**config.mk**
```make
export PLATFORM = sky130hd
export DESIGN_NAME = cmc_ctrl
export DESIGN_NICKNAME = d
export VERILOG_FILES = /design/src/shared/cmc_pkg.sv /design/src/logic/cmc_ctrl.sv
export SDC_FILE = /design/constraint.sdc
export NUM_CORES = 1
export LEC_CHECK = 0
export BUFFER_PORTS_ARGS = -buffer_cell sky130_fd_sc_hd__buf_2
export CAP_MARGIN = 20
export CORE_MARGIN = 2
export CORE_UTILIZATION = 30
export DETAILED_ROUTE_END_ITERATION = 7
export PLACE_DENSITY = 0.57
export SYNTH_ARGS = -nofsm -noshare
export SYNTH_HDL_FRONTEND = slang
export SYNTH_SLANG_ARGS = --single-unit
```
**constraint.sdc**
```tcl
create_clock -name sys_clk -period 2.6 [get_ports sys_clk]
set_input_delay 0.13 -clock sys_clk [delete_from_list [all_inputs] [get_ports sys_clk]]
set_output_delay 0.13 -clock sys_clk [all_outputs]
set_load 0.02 [all_outputs]
```
**src/shared/cmc_pkg.sv**
```systemverilog
// constants for the comparator control block: register map, fields, resets
package cmc_pkg;
   // register indices; byte address is four times the index
   localparam logic [7:0] IDX_GIC = 8'h0b;
   localparam logic [7:0] IDX_PIR = 8'h0c;
   localparam logic [7:0] IDX_CFG = 8'h19;
   localparam logic [7:0] IDX_AUX = 8'h1a;
   localparam logic [7:0] IDX_TRA = 8'h85;
   localparam logic [7:0] IDX_TRC = 8'h87;
   localparam logic [7:0] IDX_PIE = 8'h8c;
   localparam logic [7:0] IDX_VRC = 8'h99;
   localparam int unsigned ADDR_W = 12;
   // reset values
   localparam logic [7:0] GIC_RST = 8'h00;
   localparam logic [7:0] PIR_RST = 8'h00;
   localparam logic [5:0] CFG_RST = 6'h00;
   localparam logic [1:0] AUX_RST = 2'h2;
   localparam logic [5:0] DIR_RST = 6'h3f;
   localparam logic [7:0] PIE_RST = 8'h00;
   localparam logic [7:0] VRC_RST = 8'h00;
   // writable masks
   localparam logic [7:0] VRC_WMASK = 8'haf;
   // field positions
   localparam int unsigned CFG_LVL_TWO = 7;
   localparam int unsigned CFG_LVL_ONE = 6;
   localparam int unsigned CFG_INV_TWO = 5;
   localparam int unsigned CFG_INV_ONE = 4;
   localparam int unsigned AUX_GSS = 1;
   localparam int unsigned AUX_SYNC = 0;
   localparam int unsigned FLG_TWO = 4;
   localparam int unsigned FLG_ONE = 3;
   localparam int unsigned GIC_GLOBAL = 7;
   localparam int unsigned GIC_PERIPH = 6;
   localparam int unsigned VRC_EN = 7;
   localparam int unsigned VRC_RANGE = 5;
   localparam int unsigned PIN_A_BIT = 2;
   localparam int unsigned PIN_C_BIT = 4;
   // mode field values
   localparam logic [2:0] MODE_RESET = 3'h0;
   localparam logic [2:0] MODE_OFF = 3'h7;
   localparam logic [2:0] MODE_ROUTE_A = 3'h3;
   localparam logic [2:0] MODE_ROUTE_B = 3'h6;
   // bus responses
   localparam logic [1:0] RESP_OKAY = 2'h0;
   localparam logic [1:0] RESP_SLVERR = 2'h2;
endpackage : cmc_pkg

```
**src/logic/cmc_ctrl.sv**
```systemverilog
// comparator control and status logic behind an axi4-lite register slave
// Summary of operation
// RULE1: both comparator levels read at configuration bits 7:6; writes there ignored
// RULE2: reported level is raw comparison xor that comparator's invert bit
// RULE3: invert bits 5 and 4 affect both status bits and pins
// RULE4: routing enabled puts each unsynchronized comparator level on its pin
// RULE5: direction bits still enable the pin drivers while routed
// RULE6: auxiliary bit 1 picks timer gate source
// RULE7: gate select set picks external pin, clear picks comparator two; resets 1
// RULE8: sync bit 0 set latches comparator two on timer clock falling edge
// RULE9: with prescaler in use, latch uses prescaler output instead
// RULE10: latch on falling edge, timer counts rising edge, avoiding race
// RULE11: software should enable sync when comparator two gates the timer
// RULE12: change flags bits 4,3 set while level differs from latched reference
// RULE13: software writes 0 to clear, writing 1 sets a flag
// RULE14: request needs flag enable, peripheral gate bit 6 and global gate
// RULE15: any configuration access reloads reference; persisting mismatch keeps setting
// RULE16: change at read's second phase may miss its flag; here the old reference still sets the flag in the access cycle
// RULE17: reference has 4-bit value bits 3:0 and range bit 5, 1 low
// RULE18: reference bit 7 powers reference; cleared ties output to ground
// RULE19: reference bits 6 and 4 always read zero
// RULE20: comparators and reference run in sleep; mode 111 and bit 7 off
// RULE21: comparator interrupt wakes; global gate set vectors, else continues
// RULE22: waking leaves the three comparator registers unchanged
// RULE23: reset restores registers: mode 000, analog inputs, reference off
// RULE24: mode field decodes combinationally to fixed routing configurations
`timescale 1ns/1ns
module cmc_ctrl (
   // clock and reset
   input wire logic sys_clk,
   input wire logic reset,
   // axi4-lite write channels
   input wire logic [11:0] s_axi_awaddr,
   input wire logic s_axi_awvalid,
   output logic s_axi_awready,
   input wire logic [31:0] s_axi_wdata,
   input wire logic [3:0] s_axi_wstrb,
   input wire logic s_axi_wvalid,
   output logic s_axi_wready,
   output logic [1:0] s_axi_bresp,
   output logic s_axi_bvalid,
   input wire logic s_axi_bready,
   // axi4-lite read channels
   input wire logic [11:0] s_axi_araddr,
   input wire logic s_axi_arvalid,
   output logic s_axi_arready,
   output logic [31:0] s_axi_rdata,
   output logic [1:0] s_axi_rresp,
   output logic s_axi_rvalid,
   input wire logic s_axi_rready,
   // analog comparator results, 1 when vin+ above vin-
   input wire logic cmp_one_raw,
   input wire logic cmp_two_raw,
   // timer side
   input wire logic timer_clk_src,
   input wire logic timer_prescaled_clk,
   input wire logic timer_prescale_used,
   input wire logic external_gate_pin,
   output logic timer_gate,
   // port pins shared with comparator outputs
   input wire logic port_a_data_bit,
   input wire logic port_c_data_bit,
   output logic cmp_one_out_pin_o,
   output logic cmp_one_out_pin_oe,
   output logic cmp_two_out_pin_o,
   output logic cmp_two_out_pin_oe,
   // analog control
   output logic [2:0] cmp_mode_field,
   output logic cmp_enabled,
   output logic cmp_outputs_routed,
   output logic ref_power_enable,
   output logic ref_range_select,
   output logic [3:0] ref_level_value,
   output logic ref_tied_ground,
   // processor side
   input wire logic sleep_active,
   output logic irq_request,
   output logic wake_request,
   output logic wake_to_vector
);

   logic [7:0] gic_reg;
   logic [7:0] pir_reg;
   logic [5:0] cfg_reg;
   logic [1:0] aux_reg;
   logic [5:0] tra_reg;
   logic [5:0] trc_reg;
   logic [7:0] pie_reg;
   logic [7:0] vrc_reg;
   logic [1:0] ref_lvl_reg;
   logic [1:0] mism;
   logic lvl_one;
   logic lvl_two;
   logic aw_hold_reg;
   logic w_hold_reg;
   logic [11:0] aw_addr_reg;
   logic [7:0] w_data_reg;
   logic w_lane_reg;
   logic bvalid_reg;
   logic [1:0] bresp_reg;
   logic rvalid_reg;
   logic [31:0] rdata_reg;
   logic [1:0] rresp_reg;
   logic do_write;
   logic rd_take;
   logic wr_mapped;
   logic rd_mapped;
   logic [7:0] rd_val;
   logic cfg_access;
   logic tsrc;
   logic tsrc_prev_reg;
   logic tsrc_fall;
   logic two_latched_reg;
   logic flag_pend;

   // true when a byte address names the given register index
   function automatic logic hit(input logic [11:0] addr, input logic [7:0] idx);
      hit = (addr[11:10] == 2'h0) && (addr[9:2] == idx) && (addr[1:0] == 2'h0);
   endfunction : hit

   function automatic logic mapped(input logic [11:0] addr);
      mapped = hit(addr, cmc_pkg::IDX_GIC) || hit(addr, cmc_pkg::IDX_PIR) ||
               hit(addr, cmc_pkg::IDX_CFG) || hit(addr, cmc_pkg::IDX_AUX) ||
               hit(addr, cmc_pkg::IDX_TRA) || hit(addr, cmc_pkg::IDX_TRC) ||
               hit(addr, cmc_pkg::IDX_PIE) || hit(addr, cmc_pkg::IDX_VRC);
   endfunction : mapped

   // reported levels: raw result xor invert bit
   assign lvl_one = cmp_one_raw ^ cfg_reg[cmc_pkg::CFG_INV_ONE]; // RULE2 RULE3
   assign lvl_two = cmp_two_raw ^ cfg_reg[cmc_pkg::CFG_INV_TWO]; // RULE2 RULE3

   // write channel: address and data may arrive in either order
   assign s_axi_awready = !aw_hold_reg;
   assign s_axi_wready = !w_hold_reg;
   assign do_write = aw_hold_reg && w_hold_reg && !bvalid_reg;
   assign wr_mapped = mapped(aw_addr_reg);
   assign s_axi_bvalid = bvalid_reg;
   assign s_axi_bresp = bresp_reg;

   always_ff @(posedge sys_clk or posedge reset) begin
      if (reset) begin
         aw_hold_reg <= 1'b0;
         aw_addr_reg <= 12'h000;
      end else if (s_axi_awvalid && !aw_hold_reg) begin
         aw_hold_reg <= 1'b1;
         aw_addr_reg <= s_axi_awaddr;
      end else if (do_write) begin
         aw_hold_reg <= 1'b0;
      end
   end

   always_ff @(posedge sys_clk or posedge reset) begin
      if (reset) begin
         w_hold_reg <= 1'b0;
         w_data_reg <= 8'h00;
         w_lane_reg <= 1'b0;
      end else if (s_axi_wvalid && !w_hold_reg) begin
         w_hold_reg <= 1'b1;
         w_data_reg <= s_axi_wdata[7:0];
         w_lane_reg <= s_axi_wstrb[0];
      end else if (do_write) begin
         w_hold_reg <= 1'b0;
      end
   end

   // response: unmapped addresses answer slverr and change nothing
   always_ff @(posedge sys_clk or posedge reset) begin
      if (reset) begin
         bvalid_reg <= 1'b0;
         bresp_reg <= cmc_pkg::RESP_OKAY;
      end else if (do_write) begin
         bvalid_reg <= 1'b1;
         bresp_reg <= wr_mapped ? cmc_pkg::RESP_OKAY : cmc_pkg::RESP_SLVERR;
      end else if (s_axi_bready) begin
         bvalid_reg <= 1'b0;
      end
   end

   // register write strobes; only byte lane 0 carries data
   logic we_gic, we_pir, we_cfg, we_aux, we_tra, we_trc, we_pie, we_vrc;
   assign we_gic = do_write && w_lane_reg && hit(aw_addr_reg, cmc_pkg::IDX_GIC);
   assign we_pir = do_write && w_lane_reg && hit(aw_addr_reg, cmc_pkg::IDX_PIR);
   assign we_cfg = do_write && w_lane_reg && hit(aw_addr_reg, cmc_pkg::IDX_CFG);
   assign we_aux = do_write && w_lane_reg && hit(aw_addr_reg, cmc_pkg::IDX_AUX);
   assign we_tra = do_write && w_lane_reg && hit(aw_addr_reg, cmc_pkg::IDX_TRA);
   assign we_trc = do_write && w_lane_reg && hit(aw_addr_reg, cmc_pkg::IDX_TRC);
   assign we_pie = do_write && w_lane_reg && hit(aw_addr_reg, cmc_pkg::IDX_PIE);
   assign we_vrc = do_write && w_lane_reg && hit(aw_addr_reg, cmc_pkg::IDX_VRC);

   // plain control registers; sleep has no path into them, so wake keeps them
   always_ff @(posedge sys_clk or posedge reset) begin
      if (reset) begin
         gic_reg <= cmc_pkg::GIC_RST; // RULE23
         cfg_reg <= cmc_pkg::CFG_RST; // RULE23
         aux_reg <= cmc_pkg::AUX_RST; // RULE7 RULE23
         vrc_reg <= cmc_pkg::VRC_RST; // RULE23
         tra_reg <= cmc_pkg::DIR_RST;
         trc_reg <= cmc_pkg::DIR_RST;
         pie_reg <= cmc_pkg::PIE_RST;
      end else begin
         if (we_gic) gic_reg <= w_data_reg;
         if (we_cfg) cfg_reg <= w_data_reg[5:0]; // RULE1 RULE22
         if (we_aux) aux_reg <= w_data_reg[1:0]; // RULE22
         if (we_vrc) vrc_reg <= w_data_reg & cmc_pkg::VRC_WMASK; // RULE19 RULE22
         if (we_tra) tra_reg <= w_data_reg[5:0];
         if (we_trc) trc_reg <= w_data_reg[5:0];
         if (we_pie) pie_reg <= w_data_reg;
      end
   end

   // read mux; status bits come live from the comparators
   always_comb begin
      rd_val = 8'h00;
      if (hit(s_axi_araddr, cmc_pkg::IDX_GIC)) rd_val = gic_reg;
      if (hit(s_axi_araddr, cmc_pkg::IDX_PIR)) rd_val = pir_reg;
      if (hit(s_axi_araddr, cmc_pkg::IDX_CFG)) rd_val = {lvl_two, lvl_one, cfg_reg}; // RULE1
      if (hit(s_axi_araddr, cmc_pkg::IDX_AUX)) rd_val = {6'h00, aux_reg};
      if (hit(s_axi_araddr, cmc_pkg::IDX_TRA)) rd_val = {2'h0, tra_reg};
      if (hit(s_axi_araddr, cmc_pkg::IDX_TRC)) rd_val = {2'h0, trc_reg};
      if (hit(s_axi_araddr, cmc_pkg::IDX_PIE)) rd_val = pie_reg;
      if (hit(s_axi_araddr, cmc_pkg::IDX_VRC)) rd_val = vrc_reg; // RULE19
   end

   // read channel: one outstanding read, data one cycle after address
   assign s_axi_arready = !rvalid_reg;
   assign rd_take = s_axi_arvalid && !rvalid_reg;
   assign rd_mapped = mapped(s_axi_araddr);
   assign s_axi_rvalid = rvalid_reg;
   assign s_axi_rdata = rdata_reg;
   assign s_axi_rresp = rresp_reg;

   always_ff @(posedge sys_clk or posedge reset) begin
      if (reset) begin
         rvalid_reg <= 1'b0;
         rdata_reg <= 32'h00000000;
         rresp_reg <= cmc_pkg::RESP_OKAY;
      end else if (rd_take) begin
         rvalid_reg <= 1'b1;
         rdata_reg <= {24'h000000, rd_val};
         rresp_reg <= rd_mapped ? cmc_pkg::RESP_OKAY : cmc_pkg::RESP_SLVERR;
      end else if (s_axi_rready) begin
         rvalid_reg <= 1'b0;
      end
   end

   // any read or write of the configuration register reloads the reference
   assign cfg_access = (rd_take && hit(s_axi_araddr, cmc_pkg::IDX_CFG)) ||
                       (do_write && hit(aw_addr_reg, cmc_pkg::IDX_CFG));
   assign mism = {lvl_two, lvl_one} ^ ref_lvl_reg; // RULE12

   always_ff @(posedge sys_clk or posedge reset) begin
      if (reset) begin
         ref_lvl_reg <= 2'h0;
      end else if (cfg_access) begin
         ref_lvl_reg <= {lvl_two, lvl_one}; // RULE15
      end
   end

   // change flags: mismatch sets, set wins over a software clear in the same cycle;
   // a change landing on the access cycle is caught by the old reference, never lost
   always_ff @(posedge sys_clk or posedge reset) begin
      if (reset) begin
         pir_reg <= cmc_pkg::PIR_RST;
      end else if (we_pir) begin
         pir_reg <= w_data_reg | {3'h0, mism, 3'h0}; // RULE13 RULE16
      end else begin
         pir_reg <= pir_reg | {3'h0, mism, 3'h0}; // RULE12 RULE15
      end
   end

   // interrupt gating; flags set whatever the enables
   assign flag_pend = |(pir_reg[cmc_pkg::FLG_TWO:cmc_pkg::FLG_ONE] &
                        pie_reg[cmc_pkg::FLG_TWO:cmc_pkg::FLG_ONE]);
   assign irq_request = flag_pend && gic_reg[cmc_pkg::GIC_PERIPH] &&
                        gic_reg[cmc_pkg::GIC_GLOBAL]; // RULE14
   // wake needs no global gate; the gate only decides whether to vector
   assign wake_request = sleep_active && flag_pend && gic_reg[cmc_pkg::GIC_PERIPH]; // RULE21
   assign wake_to_vector = wake_request && gic_reg[cmc_pkg::GIC_GLOBAL]; // RULE21

   // comparator two sync latch, clocked by the timer source's falling edge;
   // the timer counts on the rising edge, so gate and count never race
   assign tsrc = timer_prescale_used ? timer_prescaled_clk : timer_clk_src; // RULE9
   assign tsrc_fall = tsrc_prev_reg && !tsrc; // RULE10

   always_ff @(posedge sys_clk or posedge reset) begin
      if (reset) begin
         tsrc_prev_reg <= 1'b0;
      end else begin
         tsrc_prev_reg <= tsrc;
      end
   end

   always_ff @(posedge sys_clk or posedge reset) begin
      if (reset) begin
         two_latched_reg <= 1'b0;
      end else if (aux_reg[cmc_pkg::AUX_SYNC] && tsrc_fall) begin
         two_latched_reg <= lvl_two; // RULE8
      end
   end

   // gate source; without sync the gate may change mid-count (software's choice)
   assign timer_gate = aux_reg[cmc_pkg::AUX_GSS] ? external_gate_pin : // RULE6 RULE7
                       (aux_reg[cmc_pkg::AUX_SYNC] ? two_latched_reg : lvl_two); // RULE8 RULE11

   // mode decode; modes keep running in sleep since nothing here looks at it
   assign cmp_mode_field = cfg_reg[2:0];
   assign cmp_enabled = (cfg_reg[2:0] != cmc_pkg::MODE_RESET) &&
                        (cfg_reg[2:0] != cmc_pkg::MODE_OFF); // RULE20 RULE23 RULE24
   assign cmp_outputs_routed = (cfg_reg[2:0] == cmc_pkg::MODE_ROUTE_A) ||
                               (cfg_reg[2:0] == cmc_pkg::MODE_ROUTE_B); // RULE24

   // pins carry the unsynchronized levels when routed; direction bit still gates driver
   assign cmp_one_out_pin_o = cmp_outputs_routed ? lvl_one : port_a_data_bit; // RULE4
   assign cmp_two_out_pin_o = cmp_outputs_routed ? lvl_two : port_c_data_bit; // RULE4
   assign cmp_one_out_pin_oe = tra_reg[cmc_pkg::PIN_A_BIT]; // RULE5
   assign cmp_two_out_pin_oe = trc_reg[cmc_pkg::PIN_C_BIT]; // RULE5

   // reference ladder control
   assign ref_power_enable = vrc_reg[cmc_pkg::VRC_EN]; // RULE18 RULE20
   assign ref_tied_ground = !vrc_reg[cmc_pkg::VRC_EN]; // RULE18
   assign ref_range_select = vrc_reg[cmc_pkg::VRC_RANGE]; // RULE17
   assign ref_level_value = vrc_reg[3:0]; // RULE17
endmodule : cmc_ctrl

```
==> impl_metrics.yaml, run 1 <==
outcome:
  status: "completed"
grt:
  gr-total-overflow: 0
  grt_pass1_vias: 3508
  grt_pass1_wl_um: 19080
  grt_antenna_before_repair: 0
  grt_start_max_net_pins: 90
  globalRouteTotalUtil_pct: 15.27
cts:
  clock-sinks: 89
  insertion_delay_ps: 340
  cts_root_buf: "sky130_fd_sc_hd__clkbuf_16"
  cts.clk_slew.worst_paths_ps: 70
  tritoncts: "yes"
  cts_buffers: 9
  htreeDepth: 3
  cts-root-to-sink-buffers: 2
  post_cts_resize_count: 0
floorplanning:
  die_h_um: 128.0
  die_area_mm2: 0.01639
  core_area_mm2: 0.01509
  floorplan.initialDensity_pct: 30.58
  floorplan.rows: 45
  floorplan.io_pins: 137
  die_w_um: 128.0
sta:
  hold_violations: 0
  hold_ws_ps: 18.96
  rsz0062_at_grt: "no"
  setup_viol_count_final: 0
  fmax_ghz: 0.4565
  timing.setup.tns_ps: 0
  period_minus_slack_ps: 2191
  fin_crit_sh_pct: 84.26
  worst-slew-pin-transition_ps: 775.3
  slew_viol_final: 0
  skew_ps: 8.125
  relative_slew_slack_pct: 48.20
finish:
  area_growth_pct: 18.84
  largest_reg_flops: 12
  proportion_of_layout_cells_with_a_drive_suffix_above_1_pct: 39.73
  inserted_diodes: 0
  nNetsFinal: 587
  multi_input_comb_area_mm2: 0.002158
  design_area_mm2: 0.005484
  finalCoreUtilization_pct: 36.34
  register_area_mm2: 0.002243
  fillCellCount: 1528
worst_setup_path:
  cp_max_stage_cell: "sky130_fd_sc_hd__nor3_2"
  critical_path.startpoint: "aw_addr_reg[0]"
  worst_setup_path_start_kind: "register"
  crit_path_cell_trace: "nor4_1, nand2_1, nand4bb_1, nor3_2, mux2_2"
  critPathMaxStageDelay_ps: 470
  critical_path_arrival_ps: 2420
  crit_fanout: 6
  critical_path.reg2reg.startpoint: "aw_addr_reg[0]"
  kind_of_end_point_of_the_critical_path: "register"
  worst_path_required_ps: 2830
  crit_type: "reg2reg"
synthesis:
  synth_top_area_share_pct: 41.21
  most_numerous_cell_in_the_yosys_netlist: "sky130_fd_sc_hd__dfrtp_1"
  ys.warnings.count: 0
  synthesized_area_per_cell_um2: 11.01
  ys.flop_type: "sky130_fd_sc_hd__dfrtp_1"
  synth_top_area_cell: "sky130_fd_sc_hd__dfrtp_1"
  synth.distinct_cells: 56
  post_synth_inst_count: 419
  number_of_enable_type_register_cells_in_the_synthesized_netlist: 0
  ys_ff_latch: 89
  synth_top_cells_by_count: "sky130_fd_sc_hd__dfrtp_1, sky130_fd_sc_hd__mux2_2, sky130_fd_sc_hd__buf_4"
  synth.yosys.seq_area_share_pct: 48.62
  area_contributors_post_synth: "sky130_fd_sc_hd__dfrtp_1, sky130_fd_sc_hd__mux2_2, sky130_fd_sc_hd__dfstp_2"
  mappedNetlistArea_mm2: 0.004614
  postSynth.asyncResetShare_pct: 100.0
worst_hold_path:
  worstHoldStart: "s_axi_wdata[1]"
  timing.hold.worst.class: "in2reg"
placed_design:
  gpl.final_weighted_congestion: 0.8993
  hpwlAfterDp_um: 9267
  number_of_i_o_port_buffers: 83
  place_area_mm2: 0.005182
detailed_routing:
  route.top_layer_used: "met4"
  metal3_wl_um: 724
  detailedRoute.firstPassIterationCount: 4
  avgRoutedWirePerCell_um: 17.47
  drtAntennaViolNets: 0
  detail_route.wirelength.met1_um: 5570
  num_vias: 3503
  first_iter_violations: 186
  drc: 0
  via_per_inst: 4.976
  drt_wl_total_um: 12300
  met2_wirelength_um: 5761
power_and_ir_drop:
  total_leakage_power_nw: 2.543
  design_power_total_mw: 3.920
  power_per_cell_area_mw_per_mm2: 714.8
  worst_voltage_drop_across_the_vdd_grid_v: 0.0005313
run:
  cap_viol_max_count: 0
-- path summary, 6_finish.rpt --
kind | to | slack (ps) | cells after the start
worst max-delay path | cfg_reg[3] | 410 | 5
worst min-delay path | w_data_reg[1] | 20 | 2
worst max register to register | cfg_reg[3] | 410 | 5
worst min register to register | s_axi_rresp[1] | 490 | 2
max in group asynchronous | tra_reg[0] | 1770 | 4
min in group asynchronous | cfg_reg[5] | 430 | 4
-- where the power goes --
group | total [mW] | switching [mW] | internal (mW) | leakage (nW)
Combinational | 0.756 | 0.408 | 0.347 | 1.31
Clock | 1.20 | 0.554 | 0.650 | 0.129
Sequential | 1.96 | 0.340 | 1.62 | 1.11
-- stage by stage --
step / worst slack (ps) / cells
floorplan: 184.6 / 444
global placement: 455.4 / 685
detailed placement: 385.7 / 685
CTS: 384.6 / 704
global route: 173.6 / 704
finish: 409.3 / 704
-- critical path, delay by kind of cell, from the launching register on --
family	cells	cell delay, ps
flip-flops	1	380
AND/OR/NAND/NOR	4	1300
multiplexers	1	400
-- repair_timing --
action                                  in CTS  in global routing
hold buffers                                 3                  0
endpoints found under the setup margin       0                  0
hold endpoints to repair                    78                  0
setup buffers                                0                  0
-- logic make-up (layout without fill, tap and decap cells) --
logic type / count (synthesis) / in the layout / synth area share (%)
AND/OR/NAND/NOR: 124 / 124 / 14.80
AO/OA/AOI/OAI: 72 / 72 / 10.47
buffers and inverters: 52 / 124 / 6.643
other: 1 / 26 / 0.08127
multiplexers: 76 / 76 / 18.44
flip-flops: 89 / 89 / 48.62
XOR/XNOR: 5 / 5 / 0.9492
-- cell usage in the layout (no fill, tap or decap), types with 3 or more instances in the layout --
cell type	synthesis	layout
sky130_fd_sc_hd__nor2b_1	9	9
sky130_fd_sc_hd__and3_1	3	3
sky130_fd_sc_hd__a221oi_1	3	3
sky130_fd_sc_hd__inv_1	13	12
sky130_fd_sc_hd__nor4_1	3	3
sky130_fd_sc_hd__a21oi_1	17	17
sky130_fd_sc_hd__clkinv_2	0	3
sky130_fd_sc_hd__xnor2_1	3	3
sky130_fd_sc_hd__dfstp_2	13	13
sky130_fd_sc_hd__and2_1	3	3
sky130_fd_sc_hd__nor2_1	25	25
sky130_fd_sc_hd__dfrtp_1	76	76
sky130_fd_sc_hd__a211oi_1	3	3
sky130_fd_sc_hd__or3_1	3	3
sky130_fd_sc_hd__nor3_1	12	12
sky130_fd_sc_hd__buf_2	2	83
sky130_fd_sc_hd__buf_4	29	8
sky130_fd_sc_hd__o2bb2ai_1	3	3
sky130_fd_sc_hd__a22oi_1	4	4
sky130_fd_sc_hd__nand3_1	12	12
sky130_fd_sc_hd__mux2_2	72	72
sky130_fd_sc_hd__clkbuf_16	0	9
sky130_fd_sc_hd__o21ai_0	17	17
sky130_fd_sc_hd__o221ai_1	3	3
sky130_fd_sc_hd__conb_1	1	26
sky130_fd_sc_hd__nand2b_1	7	7
sky130_fd_sc_hd__dlygate4sd3_1	0	3
sky130_fd_sc_hd__nand2_1	28	28
sky130_fd_sc_hd__a31oi_1	3	3
sky130_fd_sc_hd__mux2i_1	4	4
-- layer usage --
layer | track usage (%) | vias up
met2 | 25.26 | 134
met1 | 19.60 | 1707
met5 | 0 | -
met4 | 4.719 | 0
li1 | - | 1644
met3 | 4.048 | 18
-- layout make-up --
class / instances / area share (%)
multi-input cells: 303 / 39.36
flip-flops and latches: 89 / 40.91
clock inverters: 6 / 0.7757
clock buffers: 10 / 4.175
repair buffers: 95 / 9.582
well taps: 188 / 4.289
inverters: 13 / 0.9126
Note: power is estimated with default switching activity, not from simulation.
==> run 2: changes to the inputs <==
--- a/config.mk
+++ b/config.mk
@@ -10,7 +10,7 @@
 export CORE_MARGIN = 2
 export CORE_UTILIZATION = 30
 export DETAILED_ROUTE_END_ITERATION = 7
-export PLACE_DENSITY = 0.57
+export PLACE_DENSITY = 0.59
 export SYNTH_ARGS = -nofsm -noshare
 export SYNTH_HDL_FRONTEND = slang
 export SYNTH_SLANG_ARGS = --single-unit
==> constraint.sdc (replaced) <==
create_clock -name sys_clk -period 1.8 [get_ports sys_clk]
set_input_delay 0.09 -clock sys_clk [delete_from_list [all_inputs] [get_ports sys_clk]]
set_output_delay 0.09 -clock sys_clk [all_outputs]
set_load 0.02 [all_outputs]
==> run 2 against run 1 <==
Net effect: the run now ends with setup timing left; flip-flop and latch count did not move; combinational power rose by 84%; sequential power is 46% higher; register-to-register slack lost 510 ps; cell count increased by 11%; clock power is 69% higher; sequential share of layout area down 5.6 points; largest cell class is now multi-input combinational cells; hold slack improved by 0.67 ps; non-clock buffer count is 74 higher.
==> impl_metrics.yaml, run 2 (synthesis gave the netlist of run 1 again) <==
outcome:
  status: "finished with violations"
  violated_checks: "setup timing"
worst_setup_path:
  kind_of_end_point_of_the_critical_path: "register"
  critical_path_arrival_ps: 2170
  critical_path.startpoint: "aw_addr_reg[0]"
  worst_path_required_ps: 2070
  reg2reg_slack_ps: -100
  crit_type: "reg2reg"
  worst_setup_path_start_kind: "register"
  crit_fanout: 6
  critical_path.reg2reg.startpoint: "aw_addr_reg[0]"
detailed_routing:
  detailedRoute.firstPassIterationCount: 4
  num_vias: 3862
  via_per_inst: 4.964
  avgRoutedWirePerCell_um: 17.33
  drt_wl_total_um: 13490
  drc: 0
  drtAntennaViolNets: 0
  first_iter_violations: 211
sta:
  hold_violations: 0
  timing.setup.tns_ps: -1971
  rsz0062_at_grt: "yes"
  period_minus_slack_ps: 1903
  fin_crit_sh_pct: 105.7
  setup_viol_count_final: 40
  relative_slew_slack_pct: 63.91
  slew_viol_final: 0
  worst-slew-pin-transition_ps: 540.3
  fmax_ghz: 0.5254
  layout_setup_ws_ps: -103.4
  skew_ps: 8.913
grt:
  grt_pass1_wl_um: 21030
  grt_start_max_net_pins: 42
  grt_antenna_before_repair: 0
  globalRouteTotalUtil_pct: 16.86
  gr-total-overflow: 0
  grt_pass1_vias: 3813
power_and_ir_drop:
  total_leakage_power_nw: 2.963
  worst_voltage_drop_across_the_vdd_grid_v: 0.0008249
  power_per_cell_area_mw_per_mm2: 989.6
floorplanning:
  die_w_um: 128.0
  floorplan.initialDensity_pct: 30.58
  die_area_mm2: 0.01639
  floorplan.rows: 45
  die_h_um: 128.0
  floorplan.io_pins: 137
  core_area_mm2: 0.01509
finish:
  area_growth_pct: 37.72
  multi_input_comb_area_mm2: 0.002335
  largest_reg_flops: 12
  fillCellCount: 1458
  most_frequent_standard_cell_in_the_layout_excluding_fill_and_tap_cells: "sky130_fd_sc_hd__buf_2"
  register_area_mm2: 0.002243
  finalCoreUtilization_pct: 42.11
  nNetsFinal: 661
  instances_no_fill: 778
  proportion_of_layout_cells_with_a_drive_suffix_above_1_pct: 45.76
  inserted_diodes: 0
  most-common-layout-cells: "sky130_fd_sc_hd__buf_2, sky130_fd_sc_hd__dfrtp_1, sky130_fd_sc_hd__mux2_2, sky130_fd_sc_hd__buf_4"
cts:
  htreeDepth: 3
  cts-root-to-sink-buffers: 2
  tritoncts: "yes"
  insertion_delay_ps: 340
  cts.clk_slew.worst_paths_ps: 70
  cts_root_buf: "sky130_fd_sc_hd__clkbuf_16"
  clock-sinks: 89
  cts_buffers: 9
worst_hold_path:
  worstHoldStart: "timer_clk_src"
  timing.hold.worst.class: "in2reg"
placed_design:
  number_of_i_o_port_buffers: 83
  placed_cells: 732
  gpl.final_weighted_congestion: 0.9521
  hpwlAfterDp_um: 10150
run:
  cap_viol_max_count: 0
-- run 2: cell types whose count changed in the layout (fill, tap and decap cells not counted), moves of 3 or more --
cell / before / now
sky130_fd_sc_hd__nand2_2: 0 / 4
sky130_fd_sc_hd__nor3_4: 0 / 3
sky130_fd_sc_hd__mux2_2: 72 / 55
sky130_fd_sc_hd__buf_6: 0 / 5
sky130_fd_sc_hd__mux2_4: 0 / 17
sky130_fd_sc_hd__dlygate4sd3_1: 3 / 26
sky130_fd_sc_hd__nand2_1: 28 / 24
sky130_fd_sc_hd__buf_4: 8 / 53
-- run 2: path summary, 6_finish.rpt --
kind                                  endpoint  cells past startpoint
max in group asynchronous           trc_reg[2]                      4
worst min register to register  s_axi_rresp[1]                      2
worst min-delay path             tsrc_prev_reg                      2
worst max register to register      tra_reg[4]                      7
worst max-delay path                tra_reg[4]                      7
min in group asynchronous           aux_reg[0]                      3
-- run 2: worst max-delay path: stages, from the launching register on --
cell	delay, ps
sky130_fd_sc_hd__dfrtp_1	400
sky130_fd_sc_hd__nor4_4	300
sky130_fd_sc_hd__nand2_2	130
sky130_fd_sc_hd__nor3_4	190
sky130_fd_sc_hd__nor2b_4	170
sky130_fd_sc_hd__nor2b_1	150
sky130_fd_sc_hd__buf_4	190
sky130_fd_sc_hd__mux2_4	310
-- run 2: routing by layer --
metal  global-route usage (%)  share of wire [%]  vias up
met4                    6.529                3.0        0
met5                        0                  0        -
met2                    28.09                 48      141
met1                    21.48                 44     1899
met3                    3.589                4.6       27
li1                         -                  -     1795
-- run 2: final cells by class --
class | count | area share [%]
tap | 188 | 3.702
multi-input combinational | 303 | 36.74
clock inverter | 6 | 1.418
timing repair buffer | 169 | 18.41
inverter | 13 | 0.8269
sequential | 89 | 35.30
clock buffer | 10 | 3.603
-- run 2: what timing repair did --
item                                   CTS  global route
cloned                                   0             0
setup buffers                            3             3
setup endpoints to repair               42            43
pin swaps                                7             5
gates resized for setup                 21            23
hold buffers                            26             0
endpoints found under the hold margin   40             0
-- run 2: stage by stage --
step           setup WS, ps  hold slack, ps  power (mW)  area (um2)
6_report             -103.4           19.63       6.289        6355
5_1_grt              -227.8           22.08       6.583        6355
4_1_cts              -80.53           17.16       6.262        6254
3_5_place_dp         -190.9           161.6       4.121        5563
3_3_place_gp         -155.0           160.8       4.065        5563
2_1_floorplan        -27.70           186.4       3.518        4725
-- run 2: power breakdown --
part           total, mW  switching, mW  internal (mW)
clock network       2.03          0.807           1.22
registers           2.87          0.527           2.34
logic               1.39          0.709          0.683
total               6.29           2.04           4.25
